$ cat config.mk
export PLATFORM = sky130hd
export DESIGN_NAME = co2ms_top
export DESIGN_NICKNAME = d
export VERILOG_FILES = /design/src/hw/co2ms_pkg.sv /design/src/hw/co2ms_top.sv
export SDC_FILE = /design/constraint.sdc
export NUM_CORES = 1
export LEC_CHECK = 0
export ABC_CLOCK_PERIOD_IN_PS = 8100
export BUFFER_PORTS_ARGS = -buffer_cell sky130_fd_sc_hd__buf_2
export CORE_MARGIN = 10
export CORE_UTILIZATION = 52
export CTS_CLUSTER_DIAMETER = 150
export DETAILED_ROUTE_END_ITERATION = 8
export PLACE_DENSITY_LB_ADDON = 0.12
export SYNTH_ARGS = -nofsm -noshare
export SYNTH_HDL_FRONTEND = slang
export SYNTH_SLANG_ARGS = --single-unit
$ cat constraint.sdc
create_clock -name clk -period 8.1 [get_ports clk]
set_input_delay 1.62 -clock clk [delete_from_list [all_inputs] [get_ports clk]]
set_output_delay 1.62 -clock clk [all_outputs]
set_load 0.01 [all_outputs]
$ cat src/hw/co2ms_pkg.sv
// co2ms_pkg: constants and types of the carbon dioxide monitor sequencer.
// assumes a 20 MHz system clock and a 10-bit converted emf reading.
package co2ms_pkg;
    // ------------------------------------------------------------
    // clock and time
    // ------------------------------------------------------------
    localparam int CLK_HZ = 20_000_000;
    localparam int SEC_PER_MIN = 60;
    localparam int MIN_CYC = SEC_PER_MIN * CLK_HZ;
    localparam int MEAS_PERIOD_MS = 1000;
    localparam int MEAS_CYC = (CLK_HZ / 1000) * MEAS_PERIOD_MS;
    localparam logic [13:0] WARMUP_SHORT_MIN = 14'd30;
    localparam logic [13:0] WARMUP_LONG_MIN = 14'd120;
    localparam logic [13:0] MIN_PER_DAY = 14'd1440;
    localparam logic [13:0] STEP_INTERVAL_SHORT_MIN = MIN_PER_DAY;
    localparam logic [13:0] STEP_INTERVAL_LONG_MIN = 14'd7 * MIN_PER_DAY;
    // ------------------------------------------------------------
    // concentration scale
    // ------------------------------------------------------------
    localparam logic [11:0] PPM_AMBIENT = 12'h190;
    localparam logic [11:0] PPM_MAX = 12'hbb8;
    localparam logic [11:0] PPM_PER_LSB = 12'h005;
    localparam logic [11:0] STEP_LEVEL_HIGH_PPM = 12'h005;
    localparam logic [11:0] STEP_LEVEL_LOW_PPM = 12'h014;
    localparam logic [11:0] CTRL_ON_PPM = 12'h3e8;
    localparam logic [11:0] CTRL_OFF_PPM = 12'h320;
    localparam logic [11:0] PWM_PERIOD = 12'hbb8;
    localparam logic [11:0] TEMP_REF = 12'h080;
    localparam int TEMP_SHIFT = 3;
    localparam logic [9:0] EMF_MAX = 10'h3ff;
    // ------------------------------------------------------------
    // types
    // ------------------------------------------------------------
    typedef struct packed {
        logic warmup_select_strap;
        logic benchmark_step_level;
        logic benchmark_step_interval;
        logic line_test;
    } co2ms_strap_t;
    typedef enum logic [1:0] {
        ST_LATCH,
        ST_WARMUP,
        ST_RUN
    } co2ms_state_t;
    localparam co2ms_strap_t STRAP_RESET = 4'h0;
endpackage

$ cat src/hw/co2ms_top.sv
// co2ms_top: strap capture, warm-up timer, benchmark tracking,
// concentration pwm and on/off control of the co2 monitor.
// assumes emf and temperature words come from converter logic on clk.
// Functional notes
// warm-up timer starts at power-on first
// after warm-up, run and drive outputs
// strap high 30 min, low 120 min
// no valid measurement output during warm-up
// straps captured once at power-on
// periodic concentration from benchmark minus emf
// lower concentration overwrites benchmark with emf
// benchmark emf stands for 400 ppm
// concentration reported as pwm output
// separate on/off control output drives equipment
// results span 400 to 3000 ppm
// temperature compensation before concentration math
// line test mode exercises controller outputs
// unrenewed benchmark raised by step level
// control output held high during warm-up
// warm-up counts ticks, restarts on reset only
module co2ms_top
    import co2ms_pkg::*;
#(
    parameter int unsigned CYC_PER_MIN = MIN_CYC,
    parameter int unsigned CYC_PER_MEAS = MEAS_CYC
) (
    input wire logic clk,
    input wire logic reset,
    input wire co2ms_strap_t strap_pins,
    input wire logic [9:0] emf_data,
    input wire logic [11:0] temp_data,
    output logic pwm_out,
    output logic ctrl_out,
    output logic [11:0] ppm_value,
    output logic running
);
    // ------------------------------------------------------------
    // strap capture and sequencing
    // ------------------------------------------------------------
    co2ms_strap_t sync1_r, sync2_r, straps_r, straps_nxt;
    co2ms_state_t state_r, state_nxt;
    logic [1:0] latch_cnt_r, latch_cnt_nxt;
    logic [30:0] min_div_r, min_div_nxt;
    logic [13:0] min_cnt_r, min_cnt_nxt;
    logic [13:0] warm_len;
    logic min_tick;

    assign min_tick = (min_div_r == 31'(CYC_PER_MIN - 1));
    // duration follows the latched copy, so a late strap change is harmless
    assign warm_len = straps_r.warmup_select_strap ? WARMUP_SHORT_MIN
                                                   : WARMUP_LONG_MIN;

    always_comb begin
        straps_nxt = straps_r;
        state_nxt = state_r;
        latch_cnt_nxt = latch_cnt_r;
        min_div_nxt = min_tick ? 31'h0 : min_div_r + 31'h1;
        min_cnt_nxt = min_cnt_r;
        case (state_r)
            ST_LATCH: begin
                // wait until the synchroniser holds post-reset pin levels
                latch_cnt_nxt = latch_cnt_r + 2'h1;
                if (latch_cnt_r == 2'h2) begin
                    straps_nxt = sync2_r;
                    min_div_nxt = 31'h0;
                    min_cnt_nxt = 14'h0;
                    state_nxt = ST_WARMUP;
                end
            end
            ST_WARMUP: begin
                if (straps_r.line_test) begin
                    state_nxt = ST_RUN;
                end else if (min_tick) begin
                    min_cnt_nxt = min_cnt_r + 14'h1;
                    if (min_cnt_r == warm_len - 14'h1) begin
                        state_nxt = ST_RUN;
                    end
                end
            end
            ST_RUN: begin
            end
            default: begin
                state_nxt = ST_LATCH;
            end
        endcase
    end

    always_ff @(posedge clk) begin
        sync1_r <= strap_pins;
        sync2_r <= sync1_r;
        if (reset) begin
            straps_r <= STRAP_RESET;
            state_r <= ST_LATCH;
            latch_cnt_r <= 2'h0;
            min_div_r <= 31'h0;
            min_cnt_r <= 14'h0;
        end else begin
            straps_r <= straps_nxt;
            state_r <= state_nxt;
            latch_cnt_r <= latch_cnt_nxt;
            min_div_r <= min_div_nxt;
            min_cnt_r <= min_cnt_nxt;
        end
    end

    // ------------------------------------------------------------
    // compensation, benchmark and concentration
    // ------------------------------------------------------------
    logic [24:0] meas_cnt_r, meas_cnt_nxt;
    logic [9:0] my_r, my_nxt;
    logic my_set_r, my_set_nxt;
    logic [11:0] ppm_r, ppm_nxt;
    logic [13:0] idle_r, idle_nxt;
    logic signed [12:0] comp_s;
    logic [9:0] comp;
    logic [11:0] delta, ppm_raw, step_lsb;
    logic [13:0] step_len;
    logic meas_tick, renew, step_ev;
    logic [10:0] my_up;

    // coarse linear correction; a finer curve would need a lookup table
    assign comp_s = $signed({3'h0, emf_data})
                  + ($signed({1'b0, temp_data} - {1'b0, TEMP_REF})
                     >>> TEMP_SHIFT);
    assign comp = comp_s < 0 ? 10'h0
                : comp_s > $signed({3'h0, EMF_MAX}) ? EMF_MAX
                : comp_s[9:0];
    assign meas_tick = (state_r == ST_RUN)
                     && (meas_cnt_r == 25'(CYC_PER_MEAS - 1));
    assign renew = meas_tick && (!my_set_r || comp > my_r);
    assign delta = {2'h0, my_r} - {2'h0, comp};
    assign ppm_raw = 12'(PPM_AMBIENT + delta * PPM_PER_LSB);
    assign step_lsb = (straps_r.benchmark_step_level ? STEP_LEVEL_HIGH_PPM
                       : STEP_LEVEL_LOW_PPM) / PPM_PER_LSB;
    assign step_len = straps_r.benchmark_step_interval
                    ? STEP_INTERVAL_SHORT_MIN : STEP_INTERVAL_LONG_MIN;
    assign step_ev = (state_r == ST_RUN) && my_set_r && !renew
                   && min_tick && (idle_r == step_len - 14'h1);
    assign my_up = {1'b0, my_r} + 11'(step_lsb);

    always_comb begin
        meas_cnt_nxt = meas_cnt_r;
        my_nxt = my_r;
        my_set_nxt = my_set_r;
        ppm_nxt = ppm_r;
        idle_nxt = idle_r;
        if (state_r == ST_RUN) begin
            meas_cnt_nxt = meas_tick ? 25'h0 : meas_cnt_r + 25'h1;
            if (min_tick) begin
                idle_nxt = idle_r + 14'h1;
            end
        end
        if (renew) begin
            my_nxt = comp;
            my_set_nxt = 1'b1;
            idle_nxt = 14'h0;
            ppm_nxt = PPM_AMBIENT;
        end else begin
            if (meas_tick) begin
                // delta beyond the scale top would wrap, so clamp it first
                if (delta > (PPM_MAX - PPM_AMBIENT) / PPM_PER_LSB) begin
                    ppm_nxt = PPM_MAX;
                end else begin
                    ppm_nxt = ppm_raw;
                end
            end
            // a step landing on a measurement tick must not be lost
            if (step_ev) begin
                my_nxt = my_up[10] ? EMF_MAX : my_up[9:0];
                idle_nxt = 14'h0;
            end
        end
    end

    always_ff @(posedge clk) begin
        if (reset) begin
            meas_cnt_r <= 25'h0;
            my_r <= 10'h0;
            my_set_r <= 1'b0;
            ppm_r <= PPM_AMBIENT;
            idle_r <= 14'h0;
        end else begin
            meas_cnt_r <= meas_cnt_nxt;
            my_r <= my_nxt;
            my_set_r <= my_set_nxt;
            ppm_r <= ppm_nxt;
            idle_r <= idle_nxt;
        end
    end

    // ------------------------------------------------------------
    // outputs
    // ------------------------------------------------------------
    logic [11:0] pwm_cnt_r, pwm_cnt_nxt;
    logic pwm_r, pwm_nxt, ctrl_r, ctrl_nxt;
    logic run;

    assign run = (state_r == ST_RUN);

    always_comb begin
        pwm_cnt_nxt = (pwm_cnt_r == PWM_PERIOD - 12'h1) ? 12'h0
                    : pwm_cnt_r + 12'h1;
        pwm_nxt = run && (pwm_cnt_r < ppm_r); // see R4
        ctrl_nxt = ctrl_r;
        if (!run) begin
            ctrl_nxt = 1'b1;
        end else if (ppm_r > CTRL_ON_PPM) begin
            ctrl_nxt = 1'b0;
        end else if (ppm_r < CTRL_OFF_PPM) begin
            ctrl_nxt = 1'b1;
        end
    end

    always_ff @(posedge clk) begin
        if (reset) begin
            pwm_cnt_r <= 12'h0;
            pwm_r <= 1'b0;
            ctrl_r <= 1'b1;
        end else begin
            pwm_cnt_r <= pwm_cnt_nxt;
            pwm_r <= pwm_nxt;
            ctrl_r <= ctrl_nxt;
        end
    end

    assign pwm_out = pwm_r;
    assign ctrl_out = ctrl_r;
    assign ppm_value = run ? ppm_r : 12'h0;
    assign running = run;
endmodule

==> out/results.txt <==
Placed wire-length estimate -> 11900 um
Wirelength per Cell -> 13.5 um
Syn Area/Cell -> 8.19 um^2
List of most frequent post-synthesis cells -> nor2_1 (159), dfxtp_1 (137), nand2_1 (74)
Clock buffer depth -> 2
Worst Skew -> 0.0152 ns
DRC -> 0
Outcome -> finished clean
Hold_buf cts -> 0
Post-route ant nets -> 0
Fraction of registers with async set/reset -> 0
Dpl cell area -> 8340 um^2
Initial core utilization -> 0.528
Reg2Reg Setup Slack -> 3.77 ns
Total negative slack -> 0 ns
Final wirelength -> 16300 um
Cells after Synth -> 977
PD cells -> 239 nW/um^2
FF-to-FF Start -> my_r[0]
Die ar. -> 20800 um^2
Worst setup SP type -> primary input
Post-synthesis sequential area ratio -> 0.343
Count leader, synth -> nor2_1
Total track usage -> 0.165
YS warnings -> 0
CTS Root Cell -> clkbuf_16
Hold Crit Depth -> 0
Grt ovf -> 0
Tmin final -> 7.33 ns
Worst vdd ir -> 0.188 mV
Total of fill cells in the finished design -> 1393
Worst setup endpoint -> ppm_r[11]
Area occupied by multi-input gates -> 4920 um^2
Vias in the first global route -> 6097
Distinct cells, synth -> 59
Nets -> 1105
Reg-to-Reg End -> ppm_r[11]
Register-to-Register Path Depth -> 17
Max cap viols -> 0
Setup violators final -> 0
Slew Viols, Final -> 0
CTS Sinks -> 137
Leading area contributor after synthesis -> dfxtp_1
Max Freq -> 0.136 GHz
CP Capture Type -> register
Largest net degree at the start of global routing -> 31
Number of port buffers -> 39
Routed vias/inst -> 5.34
Routability congestion estimate -> 0.912
DIE WIDTH -> 144 um
Core box area -> 15100 um^2
Antenna cells -> 0
Num rows -> 45
Die extent in y -> 144 um
Synth top area share -> 0.343
Worst setup path start -> temp_data[8]
Rel. slew slack -> 0.236
FF/Latch Area -> 2740 um^2
Crit Path Max Fanout -> 18
Antenna violations before repair -> 0
Worst min-delay path class -> reg2reg
Synth Cell Area -> 8000 um^2
CP arrival -> 7.63 ns
Pleak -> 3.72 nW
Clk pin slew, worst setup/hold paths -> 0.06 ns
Hold Violations, Final -> 0
Min Hold Slack -> 0.332 ns
DRT iter0 DRCs -> 320
Critical Path RT -> 8.40 ns
Yosys reg bits -> 137
CTS tree -> built
DRT Pass-1 Iters -> 5
Mapped Nets -> 1072
Slew of the pin with the lowest slew margin -> 1.14 ns
Primary FF master, synth -> dfxtp_1
Synthesis-to-layout area growth -> 12.3%
Via count -> 6461
# IOs -> 43
Total CTS buffers -> 17
Worst Setup Path Type -> in2reg
Global-route wire length before repair -> 28300 um
Final worst-path cycle share -> 0.905
H-tree depth -> 4
Post-synth EDFFs -> 0
Skew-Pair Late Insertion Delay -> 0.43 ns
Final Cell Area -> 8990 um^2
Largest cells by area after synthesis -> dfxtp_1 (34%), ha_1 (9.5%), nor2_1 (7.5%)
Post-CTS Resized -> 0
Share of cells above drive strength 1 -> 0.0890
Post-CTS Setup Bufs -> 0
Unrepaired setup endpoints after global routing -> false
registers in the layout, summed over array words and instances (netlist names), 2 cells and up:
signal,cells
ppm_r,12
idle_r,14
meas_cnt_r,25
straps_r,4
my_r,10
sync1_r,4
latch_cnt_r,2
pwm_cnt_r,12
sync2_r,4
state_r,2
min_div_r,31
min_cnt_r,14
layout make-up:
type / count / area share
timing repair buffer: 43 / 0.0250
multi-input combinational: 753 / 0.548
sequential: 137 / 0.305
clock inverter: 10 / 0.0182
tap: 188 / 0.0262
inverter: 58 / 0.0242
clock buffer: 22 / 0.0538
cell families (layout without fill, tap and decap cells):
logic type                 count (synthesis)  after routing  synth area share
xor gates and xnor gates                 104            104             0.114
adders and majority gates                 67             67             0.110
and+or+nand+nor                          430            430             0.266
muxes                                      8              8            0.0100
buffers and inverters                     87            133            0.0422
DFF                                      137            137             0.343
AOI/OAI and AO/OA                        144            144             0.115
layer usage:
| layer | part of all wire | GRT usage | up-vias | routed length [um] |
|---|---|---|---|---|
| li1 | - | - | 3442 | - |
| met1 | 0.51 | 0.221 | 2909 | 8270 |
| met2 | 0.44 | 0.257 | 92 | 7210 |
| met3 | 0.042 | 0.0374 | 18 | 684 |
| met4 | 0.0086 | 0.0537 | 0 | 140 |
| met5 | 0 | 0 | - | 0 |
how the worst min path moves through the flow:
stage	end	start
CTS	sync2_r[0]	sync1_r[0]
global placement	sync2_r[2]	sync1_r[2]
finish	sync2_r[0]	sync1_r[0]
detailed placement	sync2_r[0]	sync1_r[0]
global route	sync2_r[0]	sync1_r[0]
floorplan	sync2_r[0]	sync1_r[0]
cells in the final DEF, fill, tap and decap left out, types with 3 or more instances in the layout:
cell type  instances
buf_4              4
clkbuf_8           4
xor2_1            61
nand4b_1           3
ha_1              61
buf_2             39
nand3_1           54
o22ai_1           14
mux2i_1            8
dfxtp_1          137
o21a_1            10
clkbuf_16         17
o211ai_1           4
a2bb2oi_1          3
o21ai_0           38
inv_1             58
a21o_1            12
or2_2              8
nor3b_1            5
bufinv_16          4
nand2_1           74
a21oi_1           35
o311ai_0           3
xnor2_1           43
nor2b_1            6
nand4_1           30
and4_1             6
and3_1            17
fa_1               6
nor4b_1            7
and2_1             8
a211oi_1           4
o2111ai_1          3
nand2b_1           5
or3_1             18
nor3_1            17
nor2_1           159
power breakdown:
part           total [mW]  switching, mW  internal, mW
clock               0.838          0.289         0.549
sequential          0.719         0.0194         0.699
combinational       0.589          0.341         0.249
worst max-delay path, stage by stage:
cell      delay [ns]
buf_2           0.10
or3_1           0.40
xnor2_1         0.14
ha_1            0.35
and4_1          0.19
o21ai_0         0.13
a21boi_0        0.30
mux2i_1         0.39
buf_4           0.29
o21ai_0         0.13
ha_1            0.35
a211o_1         0.37
a211oi_1        0.39
o211ai_1        0.28
fa_1            0.58
inv_1           0.04
ha_1            0.35
nand3_1         0.11
o211ai_1        0.12
o41ai_1         0.40
xnor2_1         0.20
nand4_1         0.12
mux2i_1         0.18
a21oi_1         0.10
per-stage QoR:
step / power (mW) / cells / util / setup WS (ns)
after floorplan: 1.20 / 977 / - / 1.01
after global placement: 1.32 / 1179 / 0.551 / 0.418
after detailed placement: 1.33 / 1179 / 0.551 / 0.331
after CTS: 2.17 / 1211 / 0.594 / 0.745
after global routing: 2.29 / 1211 / 0.594 / 0.236
final: 2.15 / 1211 / 0.594 / 0.767
Note: power is estimated with default switching activity, not from simulation.
